## config.mk

```make
export PLATFORM = sky130hd
export DESIGN_NAME = txli_top
export DESIGN_NICKNAME = d
export VERILOG_FILES = /design/src/core/txli_pkg.sv /design/src/core/txli_top.sv
export SDC_FILE = /design/constraint.sdc
export NUM_CORES = 1
export LEC_CHECK = 0
export BUFFER_PORTS_ARGS = -buffer_cell sky130_fd_sc_hd__buf_2
export CAP_MARGIN = 10
export CORE_ASPECT_RATIO = 0.8
export CORE_MARGIN = 4
export CORE_UTILIZATION = 40
export DETAILED_ROUTE_END_ITERATION = 6
export GPL_TIMING_DRIVEN = 0
export HOLD_SLACK_MARGIN = 0.02
export MAX_ROUTING_LAYER = met4
export PLACE_DENSITY = 0.67
export SLEW_MARGIN = 20
export SYNTH_ARGS = -nofsm -noshare
export SYNTH_HDL_FRONTEND = slang
export SYNTH_SLANG_ARGS = --single-unit
export TNS_END_PERCENT = 5
```

## constraint.sdc

```tcl
create_clock -name SYS_CLK -period 4.7 [get_ports SYS_CLK]
set_input_delay 0.47 -clock SYS_CLK [delete_from_list [all_inputs] [get_ports SYS_CLK]]
set_output_delay 0.47 -clock SYS_CLK [all_outputs]
set_load 0.1 [all_outputs]
```

## src/core/txli_pkg.sv

```systemverilog
// Package of constants, types and carriers for the transmit line input block
package txli_pkg;

  // ****************************************
  // Line rate modes
  // ****************************************
  typedef enum logic [1:0] {
    TXLI_RATE_E3,
    TXLI_RATE_DS3,
    TXLI_RATE_STS1
  } txli_rate_e;

  // ****************************************
  // Reset values and sizes
  // ****************************************
  localparam logic TXLI_RST_BIT = 1'b0;           // Data bits after reset
  localparam logic [1:0] TXLI_RST_CNT = 2'h0;     // Buffer fill after reset
  localparam int TXLI_BUF_DEPTH = 2;              // Skid buffer entries
  localparam logic [1:0] TXLI_BUF_FULL = 2'h2;    // Fill count when full

  // ****************************************
  // Carriers
  // ****************************************
  // One sampled line symbol, both rails
  typedef struct packed {
    logic pos;
    logic neg;
  } txli_sym_s;

  // Static configuration straps
  typedef struct packed {
    logic host_mode;          // High in host mode
    logic tx_edge_invert_sel; // Edge select pin (serial clock in host mode)
    logic host_rising_edge;   // Channel control bit, host mode edge
    logic rail_mode_sel;      // High single rail (hardware mode)
    logic host_single_rail;   // Block control bit, host mode rail
    logic line_buildout_disable_sel;
    txli_rate_e rate;
  } txli_cfg_s;

  // Tri-state pin pair for one line output
  typedef struct packed {
    logic o;
    logic oe;
  } txli_pin_s;

endpackage

```

## src/core/txli_top.sv

```systemverilog
// Transmit line input interface: sampling, buffering and line pair drive
`timescale 1ns/1ps
`default_nettype none
// Behaviour
// - Transmitter enabled while transmitter-on is high
// - Transmitter-on still rules outputs in host mode
// - Transmitter off puts tip and ring high-Z
// - Sample both rails on one selected edge
// - Hardware mode, select high: rising edge
// - Host mode: select pin is serial clock
// - Dual rail: negative rail sampled too
// - Single rail: negative input ignored
// - Build-out select high disables shaping stage
// - Build-out select only acts in DS3/STS-1
// - Host mode ignores build-out select pin
// - Tip and ring form complementary bipolar pair
// - Hardware mode, rail select high single, low dual
module txli_top (
  input wire logic SYS_CLK,
  input wire logic RST,
  input wire logic CE,
  input wire logic tx_line_clock_in,
  input wire logic tx_pos_rail_in,
  input wire logic tx_neg_rail_in,
  input wire logic transmitter_on_in,
  input wire txli_pkg::txli_cfg_s CFG,
  input wire logic SHAPE_READY,
  output var txli_pkg::txli_pin_s line_out_tip,
  output var txli_pkg::txli_pin_s line_out_ring,
  output logic SHAPE_VALID,
  output logic BUILDOUT_EN,
  output logic SINGLE_RAIL,
  output logic OVERRUN
);
  import txli_pkg::*;

  // ****************************************
  // State
  // ****************************************
  typedef struct packed {
    logic [1:0] clk_s;     // Clock synchroniser, [0] first stage
    logic clk_prev;        // Last synchronised clock level
    logic [1:0] pos_s;     // Positive rail synchroniser
    logic [1:0] neg_s;     // Negative rail synchroniser
    logic [1:0] on_s;      // Transmitter-on synchroniser
    txli_sym_s [1:0] buf_mem; // Two-entry buffer
    logic rd_ptr;          // Buffer read pointer
    logic wr_ptr;          // Buffer write pointer
    logic [1:0] cnt;       // Entries held
    txli_sym_s line_sym;   // Symbol on the line now
    logic tx_en;           // Synchronised transmitter enable
    logic ovr;             // Sticky overrun flag
  } txli_st_s;

  txli_st_s st_q; // Registered state
  txli_st_s st_d; // Next state

  // Combinational helpers
  logic clk_rise;
  logic clk_fall;
  logic take_edge;
  logic rising_sel;
  logic single_rail;
  txli_sym_s samp;
  logic push;
  logic pop;
  txli_sym_s head;

  // ****************************************
  // Edge and mode decode
  // ****************************************
  always_comb begin
    clk_rise = st_q.clk_s[1] & ~st_q.clk_prev;
    clk_fall = ~st_q.clk_s[1] & st_q.clk_prev;
    // Host mode uses the control bit; the pin is serial clock there
    rising_sel = CFG.host_mode ? CFG.host_rising_edge : CFG.tx_edge_invert_sel;
    // Select high picks rising, low picks falling
    take_edge = rising_sel ? clk_rise : clk_fall;
    single_rail = CFG.host_mode ? CFG.host_single_rail : CFG.rail_mode_sel;
    samp.pos = st_q.pos_s[1];
    // Negative rail forced low in single rail so a floating pin is harmless
    samp.neg = single_rail ? 1'b0 : st_q.neg_s[1];
    head = st_q.buf_mem[st_q.rd_ptr];
    push = take_edge && (st_q.cnt != TXLI_BUF_FULL);
    pop = (st_q.cnt != TXLI_RST_CNT) && SHAPE_READY;
  end

  // ****************************************
  // Next state
  // ****************************************
  always_comb begin
    st_d = st_q;
    st_d.clk_s = {st_q.clk_s[0], tx_line_clock_in};
    st_d.clk_prev = st_q.clk_s[1];
    st_d.pos_s = {st_q.pos_s[0], tx_pos_rail_in};
    st_d.neg_s = {st_q.neg_s[0], tx_neg_rail_in};
    st_d.on_s = {st_q.on_s[0], transmitter_on_in};
    st_d.tx_en = st_q.on_s[1];
    // Store a sampled symbol when there is room
    if (push) begin
      st_d.buf_mem[st_q.wr_ptr] = samp;
      st_d.wr_ptr = ~st_q.wr_ptr;
    end
    // Hand the oldest symbol to the line
    if (pop) begin
      st_d.line_sym = head;
      st_d.rd_ptr = ~st_q.rd_ptr;
    end
    st_d.cnt = st_q.cnt + {1'b0, push} - {1'b0, pop};
    // A full buffer means the shaper stalled too long; flag it sticky
    if (take_edge && !push) begin
      st_d.ovr = 1'b1;
    end
  end

  // ****************************************
  // State register
  // ****************************************
  always_ff @(posedge SYS_CLK) begin
    if (RST) begin
      st_q <= '0;
    end else if (CE) begin
      st_q <= st_d;
    end
  end

  // ****************************************
  // Outputs
  // ****************************************
  always_comb begin
    // Positive mark drives tip high, negative mark drives ring high
    line_out_tip.o = st_q.line_sym.pos & ~st_q.line_sym.neg;
    line_out_ring.o = st_q.line_sym.neg & ~st_q.line_sym.pos;
    // Output enable follows transmitter-on in either mode
    line_out_tip.oe = st_q.tx_en;
    line_out_ring.oe = st_q.tx_en;
    SHAPE_VALID = st_q.cnt != TXLI_RST_CNT;
    // Build-out pin only acts in DS3/STS-1 hardware mode; E3 and host mode hold it on
    BUILDOUT_EN = CFG.host_mode || (CFG.rate == TXLI_RATE_E3) ||
      !CFG.line_buildout_disable_sel;
    SINGLE_RAIL = single_rail;
    OVERRUN = st_q.ovr;
  end
endmodule
`default_nettype wire

```

; ---- Yosys cells after proc, flatten, opt, wreduce, memory -nomap -nowiden
; Cells that the tools add are included.
[word_totals]
regBits = 21
out_inout_bits = 8
[classes]
n_addsub = 2
order_cmp = 3
eq_ne = 1
mux = 9
bitwise_logic = 10
reduce_logical = 13
[ops]
columns = cell, count
row1 = $mux W2, 3
row2 = $not A1 Y1, 6
row3 = $reduce_and A2 Y1, 3
row4 = $and A1 B1 Y1, 4
row5 = $bwmux W4, 1
row6 = $logic_and A1 B1 Y1, 4
row7 = $lt A1 B2 Y1 const B, 2
row8 = $mux W1, 4
row9 = $add A2 B1 Y2, 1
row10 = $demux W2 S1, 1
row11 = $logic_not A1 Y1, 2
row12 = $logic_not A2 Y1, 1
row13 = $logic_or A1 B1 Y1, 2
row14 = $ne A2 B2 Y1 const B, 1
row15 = $reduce_bool A2 Y1, 1
row16 = $sub A2 B1 Y2, 1
row17 = $ge A1 B1 Y1 const B, 1

; ---- Depth between registers and ports, before layout
; Gate-level depths: netlist of the first run.
[depth]
depth_word = 7
mapped_depth = 10

; ---- Least setup slack after synthesis of the first run
; OpenSTA, ideal clock, no wires.
[synth_timing]
kind = input -> output
start = input port CFG[1] (netlist name)
end = output port BUILDOUT_EN
arrival_ns = 1.942
required_time_ns = 4.230
slack_ns = 2.288
stages = 1
path_cell_list = o211ai_1
[synth_between]
elab_chain_cells = 3
[synth_lines]
columns = element, line_no
row1 = from (decl), txli_top.sv:26  ; input wire txli_pkg::txli_cfg_s CFG,
row2 = $logic_not A2 Y1, txli_top.sv:139  ; BUILDOUT_EN = CFG.host_mode || (CFG.rate == TXLI_RATE_E3) ||
row3 = $logic_or A1 B1 Y1 (2 in series), txli_top.sv:139
row4 = to (decl), txli_top.sv:31  ; output logic BUILDOUT_EN,
; No other way between the ends.

; ---- Final worst setup path of the first run
[layout_timing]
start = input port CFG[7] (netlist name)
end = register st_q[5] (netlist name)
[layout_between]
elab_chain_cells = 5
[layout_lines]
columns = element, line_no
row1 = $mux W1, txli_top.sv:76  ; rising_sel = CFG.host_mode ? CFG.host_rising_edge : CFG.tx_edge_invert_sel;
row2 = $mux W1, txli_top.sv:78  ; take_edge = rising_sel ? clk_rise : clk_fall;
row3 = $logic_and A1 B1 Y1, txli_top.sv:84  ; push = take_edge && (st_q.cnt != TXLI_BUF_FULL);
row4 = $add A2 B1 Y2, txli_top.sv:109  ; st_d.cnt = st_q.cnt + {1'b0, push} - {1'b0, pop};
row5 = $sub A2 B1 Y2, txli_top.sv:109
row6 = to (signal assigned), txli_top.sv:123  ; st_q <= st_d;
row7 = to (decl), txli_top.sv:55  ; txli_st_s st_q;
; No other way between the ends.
; A chain may end at the register's enable or synchronous reset.

==> reports/metrics.yaml, run 1 <==
maxCapViolations: 0
grt_antenna_before_repair: 0
cts_buffers: 3
slew_violations: 0
area_growth_pct: 17.7
fin_nets: 144
core_um2: 2230
grt.total_usage_pct: 11.2
finalWorstSetupSlack_ps: 2720
p_leak_nw: 0.549
max_slew_margin_pct: 67.6
post-cts-setup-buffers: 0
num_vias: 729
tns_ps: 0
skew_ps: 4.41
wirelength_um: 1720
pre_cts_ws_ps: 2370
synth_area_leaders: "dfxtp_1, mux2i_1, nor2_1"
end_kind: "register"
drive_gt1_share_pct: 27.2
irDropWorstVdd_mv: 0.191
die-area_um2: 3280
ctsHtreeMaxLevel: 1
die_height_um: 52.0
grt_overflow_total: 0
whs_ps: 383
dr.first_iter.drc_count: 9
grt_pass1_wl_um: 2770
hpwl_um: 1350
status: "finished clean"
detail_route.wl_per_cell_um: 11.5
clk_pin_slew_ps: 120
dr.pass1.iters: 2
finalSetupViolCount: 0
rsz0062_at_grt: "false"
rrSetupSlack_ps: 2980
final_cells: 150
hp-class: "input port to register"
drtAntennaViolNets: 0
cp.required_ps: 4900
critPathKind: "input port to register"
die_x_um: 63.0
syn_area_um2: 970
mostFrequentLayoutCells: "buf_2, dfxtp_1, mux2i_1, nor2_1, nand2b_1"
fmax_ghz: 0.504
placementRows: 15
clkLatencyLatePin_ps: 310
hold_viol_final: 0
ios: 24
cts_tree: "done"
layout_commonest_cell: "buf_2"
ys_ff_latch: 21
synth_cell_types: 28
finalCriticalPeriod_ps: 1980
yosysTopAreaCell: "dfxtp_1"
synthCells: 99
drc_errors: 0
syn_avg_cell_area_um2: 9.79
fin_crit_sh_pct: 42.2
viasPerCell: 4.86
numPortBuffers: 22
hold_buffers: 0
synth_top_area_share_pct: 43.4
yosysSeqAreaShare_pct: 43.4
cts_resized: 0
antenna_cells: 0
cp.arrival_ps: 2180
power_mw: 0.323
ys_warn_count: 0
synth_nets: 117
gp_congestion: 0.674
cts.sinks: 21
cts-root-buf: "clkbuf_4"
crit_path_start_kind: "input port"
pwr_density_cell_nw_per_um2: 283
placedCellCount: 146
initial_utilization_pct: 43.4
path_max_fanout: 4
grt_pass1_vias: 661
grt_max_degree: 14
clockBufferDepth: 2
tightestPinTransition_ps: 490
[flip-flops by register name, summed over array words and instances (netlist names)]
| register | count |
|---|---|
| OVERRUN | 1 |
| line_out_ring | 1 |
| samp | 1 |
| st_d | 6 |
| st_q | 12 |
[cell type report]
cell class / count / area, um^2
plain buffers: 7 / 35.0
repair buffers: 22 / 110
well taps: 25 / 31.3
multi-input cells: 69 / 507
inverters: 2 / 7.51
fillers: 223 / 1090
clock buffers: 3 / 22.5
clock inverters: 1 / 7.51
flip-flops and latches: 21 / 420
[worst max-delay path, stage by stage]
cell     delay [ps]
buf_2           110
mux2i_1         410
and3b_1         220
o21ai_0          80
ha_1            270
inv_1            30
ha_1            170
xor2_1          140
nand2_1          70
xor2_1          150
nor2_1           50
[cells in the mapped netlist (all sizes together)]
master  number
a211oi       2
a21oi        2
and2         1
and3b        1
buf          3
clkbuf       4
dfxtp       21
ha           2
inv          2
mux2         2
mux2i       19
nand2        1
nand2b       6
nand3        1
nand3b       2
nor2        16
nor2b        3
nor3b        1
o211ai       1
o21a         1
o21ai        2
or2          1
or3          1
or3b         1
xnor2        1
xor2         2
[layer usage]
layer | track usage, % | wire [um]
met2 | 17.5 | 754
met4 | 4.40 | 14
met3 | 4.97 | 137
met5 | - | 0
met1 | 12.7 | 812
[path summary, 6_finish.rpt]
path | from | end | cells past startpoint
worst min-delay path | tx_line_clock_in | st_d[20] | 3
worst min register to register | OVERRUN | OVERRUN | 2
worst max register to register | st_d[18] | st_q[5] | 9
worst max-delay path | CFG[7] | st_q[5] | 11
[where the power goes]
part | switching [mW] | leakage [nW] | internal, mW
sequential | 0.00321 | 0.170 | 0.183
clock | 0.0566 | 0.0139 | 0.0325
combinational | 0.0307 | 0.365 | 0.0169
[kinds of logic after synthesis]
kind of cell | Yosys count | synth area share, %
fa+ha+maj | 2 | 2.58
simple gates | 35 | 19.5
xor+xnor | 3 | 2.71
buf+inv | 9 | 4.39
flops | 21 | 43.4
mux | 21 | 22.3
compound gates | 8 | 5.16
[metrics by stage]
stage                     utilization (%)  area [um^2]
after floorplan                         -          970
after global routing                 51.1         1140
final                                51.1         1140
after global placement               49.7         1110
after CTS                            51.1         1140
after detailed placement             49.7         1110
(Power assumes the default switching activity.)
==> run 2, diff against run 1 <==
--- a/config.mk
+++ b/config.mk
@@ -5,6 +5,7 @@
 export SDC_FILE = /design/constraint.sdc
 export NUM_CORES = 1
 export LEC_CHECK = 0
+export ABC_AREA = 1
 export BUFFER_PORTS_ARGS = -buffer_cell sky130_fd_sc_hd__buf_2
 export CAP_MARGIN = 10
 export CORE_ASPECT_RATIO = 0.8
==> constraint.sdc (replaced) <==
create_clock -name SYS_CLK -period 2 [get_ports SYS_CLK]
set_input_delay 0.2 -clock SYS_CLK [delete_from_list [all_inputs] [get_ports SYS_CLK]]
set_output_delay 0.2 -clock SYS_CLK [all_outputs]
set_load 0.1 [all_outputs]
==> reports/metrics.yaml, run 2 <==
status: "finished clean"  # unchanged
area_growth_pct: 17.8  # was 17.7%
end_kind: "register"  # unchanged
layout_commonest_cell: "nor2_1"  # was buf_2
ys_warn_count: 0  # unchanged
initial_utilization_pct: 43.4  # unchanged
max_slew_margin_pct: 67.4  # was 67.6%
hold_viol_final: 0  # unchanged
synth_cell_types: 23  # was 28
register_area_um2: 420  # unchanged
grt_overflow_total: 0  # unchanged
dr.pass1.iters: 4  # was 2
final_cells: 182  # was 150
sequentialPowerShare_pct: 52.4  # was 57.6%
gp_congestion: 0.752  # was 0.674
ios: 24  # unchanged
tns_ps: 0  # unchanged
hpwl_um: 1490  # was 1350 um
synth_nets: 148  # was 117
ctsHtreeMaxLevel: 1  # unchanged
skew_ps: 2.90  # was 4.41 ps
drtAntennaViolNets: 0  # unchanged
largest_reg_flops: 12  # unchanged
irDropWorstVdd_mv: 0.408  # was 0.191 mV
clockBufferDepth: 2  # unchanged
tightestPinTransition_ps: 492  # was 490 ps
die_height_um: 52.0  # unchanged
finalCriticalPeriod_ps: 1820
fmax_ghz: 0.548
grt_max_degree: 12  # was 14
multi_input_area_um2: 453  # was 507 um^2
cp.required_ps: 2250  # was 4900 ps
slew_violations: 0  # unchanged
yosysTopAreaCell: "dfxtp_1"  # unchanged
numPortBuffers: 23  # was 22
grt_pass1_vias: 775  # was 661
stdcell_area_um2: 1140  # about the same
grt.total_usage_pct: 13.3  # was 11.2%
cp.arrival_ps: 2080  # was 2180 ps
swShare_pct: 33.9  # was 28.1%
core_um2: 2230  # unchanged
fin_nets: 176  # was 144
die-area_um2: 3280  # unchanged
ys_ff_latch: 21  # unchanged
wirelength_um: 1920  # was 1720 um
critPathKind: "register to register"  # was input port to register
pwr_density_cell_nw_per_um2: 765  # was 283 nW/um^2
rsz0062_at_grt: "false"  # unchanged
power_mw: 0.874  # was 0.323 mW
synth_common_cells: "nor2_1, dfxtp_1, nand2_1"  # was dfxtp_1, mux2i_1, nor2_1
synth_top_area_share_pct: 43.4  # unchanged
rrSetupSlack_ps: 180  # was 2980 ps
crit_path_start_kind: "register"  # was input port
cp_cell_sequence: "inv_1 -> nor2_1 -> nand3_2 -> nand2_4 -> nand2_2 -> ha_1 -> inv_1 -> ha_1 -> a21oi_2 -> o21a_1 -> o21ai_1 -> a21oi_1"  # was buf_2 -> mux2i_1 -> and3b_1 -> o21ai_0 -> ha_1 -> inv_1 -> ha_1 -> xor2_1 -> nand2_1 -> xor2_1 -> nor2_1
comb_power_share_pct: 23.8  # was 14.8%
hp-class: "input port to register"  # unchanged
regMostFlops: "st_q"  # unchanged
synth_flop_cell: "dfxtp_1"  # unchanged
post-cts-setup-buffers: 0  # unchanged
yosys.cell_count.top_type: "nor2_1"  # was dfxtp_1
viasPerCell: 4.77  # was 4.86
drc_errors: 0  # unchanged
synthCells: 130  # was 99
die_x_um: 63.0  # unchanged
path_max_fanout: 4  # unchanged
postPlaceCellArea_um2: 1120  # was 1110 um^2
yosysSeqAreaShare_pct: 43.4  # unchanged
placementRows: 15  # unchanged
clkLatencyLatePin_ps: 310  # about the same
mostFrequentLayoutCells: "nor2_1, buf_2, dfxtp_1, nand2_1"  # was buf_2, dfxtp_1, mux2i_1, nor2_1, nand2b_1
finalSetupViolCount: 0  # unchanged
slowest_stage: "dfxtp_1"  # was mux2i_1
fin_crit_sh_pct: 91.2
worst_path_largest_cell_delay_ps: 360  # was 410 ps
cts_tree: "done"  # unchanged
antenna_cells: 0  # unchanged
clk_pin_slew_ps: 110  # was 120 ps
placedCellCount: 178  # was 146
dr.first_iter.drc_count: 22  # was 9
synth_area_leaders: "dfxtp_1, nor2_1, o21ai_0"  # was dfxtp_1, mux2i_1, nor2_1
cts.sinks: 21  # unchanged
hold_buffers: 0  # unchanged
p_int_mw: 0.578  # was 0.232 mW
grt_pass1_wl_um: 3310  # was 2770 um
cts_resized: 0  # unchanged
maxCapViolations: 0  # unchanged
num_vias: 869  # was 729
async_reset_ff_share_pct: 0  # unchanged
syn_avg_cell_area_um2: 7.46  # was 9.79 um^2
p_leak_nw: 0.566  # was 0.549 nW
synth-edff-count: 0  # unchanged
detail_route.wl_per_cell_um: 10.5  # was 11.5 um
p_sw_mw: 0.296  # was 0.0905 mW
cts_buffers: 3  # unchanged
grt_antenna_before_repair: 0  # unchanged
syn_area_um2: 970  # unchanged
fill_cells: 235  # was 223
cts-root-buf: "clkbuf_4"  # unchanged
p_clk_share_pct: 23.8  # was 27.6%
drive_gt1_share_pct: 26.1  # was 27.2%
==> run 2: cell types whose count changed after synthesis, sizes merged, moves of 3 or more <==
cell,previous run,this run
nand2,1,22
nor2,16,29
mux2i,19,0
a21oi,2,9
o21ai,2,17
nand2b,6,0
nand4,0,3
inv,2,16
nor2b,3,0
clkbuf,4,0
==> run 2: cell type report <==
class,count,share of cell area [%]
Timing Repair Buffer,23,10.1
Sequential cell,21,36.8
Buffer,5,3.18
Clock buffer,4,2.30
Multi-Input combinational cell,88,39.6
Inverter,16,5.26
Tap cell,25,2.74
==> run 2: path summary, 6_finish.rpt <==
kind / to / start / cells past startpoint
max: st_q[5] / st_q[18] / 12
min: st_q[6] / RST / 2
max reg2reg: st_q[5] / st_q[18] / 12
min reg2reg: OVERRUN / OVERRUN / 2
==> run 2: metal layers <==
layer	track usage (%)	wire, um	vias to the layer above
li1	-	-	462
met1	14.7	877	382
met2	21.9	883	20
met3	5.62	128	5
met4	4.40	29	0
met5	-	0	-
==> run 2: cell families after synthesis <==
kind of cell / after synthesis / share of synthesized area (%)
buffers and inverters: 21 / 9.93
xor gates and xnor gates: 1 / 0.903
AOI/OAI and AO/OA: 29 / 16.1
and+or+nand+nor: 56 / 27.1
DFF: 21 / 43.4
adders and majority gates: 2 / 2.58
==> run 2: metrics by stage <==
step	hold WS (ps)	setup slack, ps	util (%)
floorplan	269	128	-
global placement	412	260	50.0
detailed placement	409	183	50.0
CTS	57.5	157	51.1
global route	65.0	44.0	51.1
finish	72.0	176	51.1
==> run 2: power groups by stage <==
stage / sequential (mW) / clock [mW] / combinational (mW)
CTS: 0.458 / 0.219 / 0.209
detailed placement: 0.468 / 0 / 0.208
global placement: 0.467 / 0 / 0.204
global route: 0.463 / 0.240 / 0.227
finish: 0.458 / 0.208 / 0.208
floorplan: 0.466 / 0 / 0.165
==> run 2: critical path: cells and delay by family, from the launching register on <==
kind                     cells  cell delay (ps)
flip-flops                   1              360
adder cells (fa/ha/maj)      2              480
AND/OR/NAND/NOR              4              380
AO/OA/AOI/OAI                4              460
buffers and inverters        2               90
==> run 3, diff against run 2 <==
--- a/config.mk
+++ b/config.mk
@@ -6,16 +6,16 @@
 export NUM_CORES = 1
 export LEC_CHECK = 0
 export ABC_AREA = 1
-export BUFFER_PORTS_ARGS = -buffer_cell sky130_fd_sc_hd__buf_2
-export CAP_MARGIN = 10
+export CAP_MARGIN = 0
 export CORE_ASPECT_RATIO = 0.8
 export CORE_MARGIN = 4
 export CORE_UTILIZATION = 40
 export DETAILED_ROUTE_END_ITERATION = 6
+export DONT_BUFFER_PORTS = 1
 export GPL_TIMING_DRIVEN = 0
 export HOLD_SLACK_MARGIN = 0.02
 export MAX_ROUTING_LAYER = met4
-export PLACE_DENSITY = 0.67
+export PLACE_DENSITY = 0.58
 export SLEW_MARGIN = 20
 export SYNTH_ARGS = -nofsm -noshare
 export SYNTH_HDL_FRONTEND = slang
==> reports/metrics.yaml, run 3 (synthesis results as in run 2) <==
num_vias: 807  # was 869
critPathKind: "register to register"  # unchanged
crit_path_start_kind: "register"  # unchanged
numPortBuffers: 0  # was 23
mostFrequentLayoutCells: "nor2_1, dfxtp_1, nand2_1, inv_1, o21ai_0"  # was nor2_1, buf_2, dfxtp_1, nand2_1
clkLatencyLatePin_ps: 300  # was 310 ps
die_x_um: 63.0  # unchanged
die-area_um2: 3280  # unchanged
ios: 24  # unchanged
fmax_ghz: 0.545  # was 0.548 GHz
finalWorstSetupSlack_ps: 164  # was 176 ps
rsz0062_at_grt: "false"  # unchanged
pre_cts_ws_ps: 193  # was 183 ps
viasPerCell: 4.89  # was 4.77
status: "finished clean"  # unchanged
grt.total_usage_pct: 12.7  # was 13.3%
wirelength_um: 1880  # was 1920 um
worst_path_largest_cell_delay_ps: 370  # was 360 ps
dr.first_iter.drc_count: 53  # was 22
cts_buffers: 3  # unchanged
maxCapViolations: 0  # unchanged
placedCellCount: 156  # was 178
slowest_stage: "dfxtp_1"  # unchanged
max_slew_margin_pct: 27.9  # was 67.4%
clk_pin_slew_ps: 110  # about the same
hp-class: "input port to register"  # unchanged
tns_ps: 0  # unchanged
cp.required_ps: 2240  # was 2250 ps
layout_commonest_cell: "nor2_1"  # unchanged
grt_max_degree: 13  # was 12
drc_errors: 0  # unchanged
fin_crit_sh_pct: 91.8  # was 91.2%
pwr_density_cell_nw_per_um2: 777  # was 765 nW/um^2
whs_ps: 136  # was 72.0 ps
drive_gt1_share_pct: 15.7  # was 26.1%
irDropWorstVdd_mv: 0.463  # was 0.408 mV
ctsHtreeMaxLevel: 1  # unchanged
finalCriticalPeriod_ps: 1840  # was 1820 ps
area_growth_pct: 13.3  # was 17.8%
hpwl_um: 1410  # was 1490 um
cts-root-buf: "clkbuf_4"  # unchanged
dr.pass1.iters: 4  # unchanged
largest_reg_flops: 12  # unchanged
grt_pass1_wl_um: 3140  # was 3310 um
die_height_um: 52.0  # unchanged
cp_cell_sequence: "inv_1 -> nor2_1 -> nand3_2 -> nand2_4 -> nand2_2 -> ha_1 -> inv_1 -> ha_1 -> a21oi_2 -> o21a_1 -> o21ai_1 -> a21oi_1"  # unchanged
clockBufferDepth: 2  # unchanged
p_leak_nw: 0.499  # was 0.566 nW
power_mw: 0.854  # was 0.874 mW
skew_ps: 2.90  # about the same
fin_nets: 159  # was 176
grt_overflow_total: 0  # unchanged
cp.arrival_ps: 2080  # about the same
cts.sinks: 21  # unchanged
path_max_fanout: 4  # unchanged
regMostFlops: "st_q"  # unchanged
drtAntennaViolNets: 0  # unchanged
tightestPinTransition_ps: 1080  # was 492 ps
cts_resized: 0  # unchanged
initial_utilization_pct: 43.4  # unchanged
rrSetupSlack_ps: 160  # was 180 ps
grt_pass1_vias: 758  # was 775
slew_violations: 0  # unchanged
hold_viol_final: 0  # unchanged
core_um2: 2230  # unchanged
gp_congestion: 0.716  # was 0.752
antenna_cells: 0  # unchanged
final_cells: 165  # was 182
finalSetupViolCount: 0  # unchanged
detail_route.wl_per_cell_um: 11.4  # was 10.5 um
end_kind: "register"  # unchanged
grt_antenna_before_repair: 0  # unchanged
cts_tree: "done"  # unchanged
placementRows: 15  # unchanged
run 3: cell types whose count changed in the layout (fill, tap and decap cells not counted), sizes merged:
cell,change
buf,-22
clkbuf,-1
clkinv,+1
dlygate4sd3,+5
run 3: where the power goes:
group / leakage [nW] / internal [mW] / switching (mW)
registers: 0.172 / 0.443 / 0.0174
clock network: 0.0177 / 0.0745 / 0.125
logic: 0.309 / 0.0503 / 0.144
run 3: critical path, delay by kind of cell (launching register included):
family | cells | cell delay [ps]
AO/OA/AOI/OAI | 4 | 470
AND/OR/NAND/NOR | 4 | 380
buffers and inverters | 2 | 90
adder cells (fa/ha/maj) | 2 | 480
flip-flops | 1 | 370
run 3: path summary, 6_finish.rpt:
| kind | from | to | cells after the start |
|---|---|---|---|
| max reg2reg | st_q[18] | st_q[5] | 12 |
| min | CE | st_q[6] | 3 |
| min reg2reg | st_q[15] | st_q[15] | 2 |
| max | st_q[18] | st_q[5] | 12 |
run 3: routing by layer:
| layer | part of all wire (%) | global-route usage, % |
|---|---|---|
| met5 | 0 | - |
| met4 | 0.64 | 4.40 |
| met3 | 4.4 | 4.97 |
| met2 | 48 | 21.5 |
| met1 | 47 | 13.7 |
run 3: area by class of cell:
cell class / instances / area, um^2
Tap cell: 25 / 31.3
Buffer: 5 / 36.3
Fill cell: 230 / 1130
Inverter: 16 / 60.1
Multi-Input combinational cell: 88 / 458
Sequential cell: 21 / 420
Clock buffer: 3 / 22.5
Clock inverter: 1 / 5.00
Timing Repair Buffer: 6 / 65.1
run 3: what timing repair did:
action | 4_1_cts | 5_1_grt
hold buffers | 4 | 1
buffers inserted | 0 | 0
hold endpoints to repair | 6 | 1
run 3: stage by stage:
step | util (%) | cell area, um^2
floorplan | - | 970
global placement | 44.8 | 1000
detailed placement | 45.7 | 1020
CTS | 48.7 | 1090
global route | 49.2 | 1100
finish | 49.2 | 1100
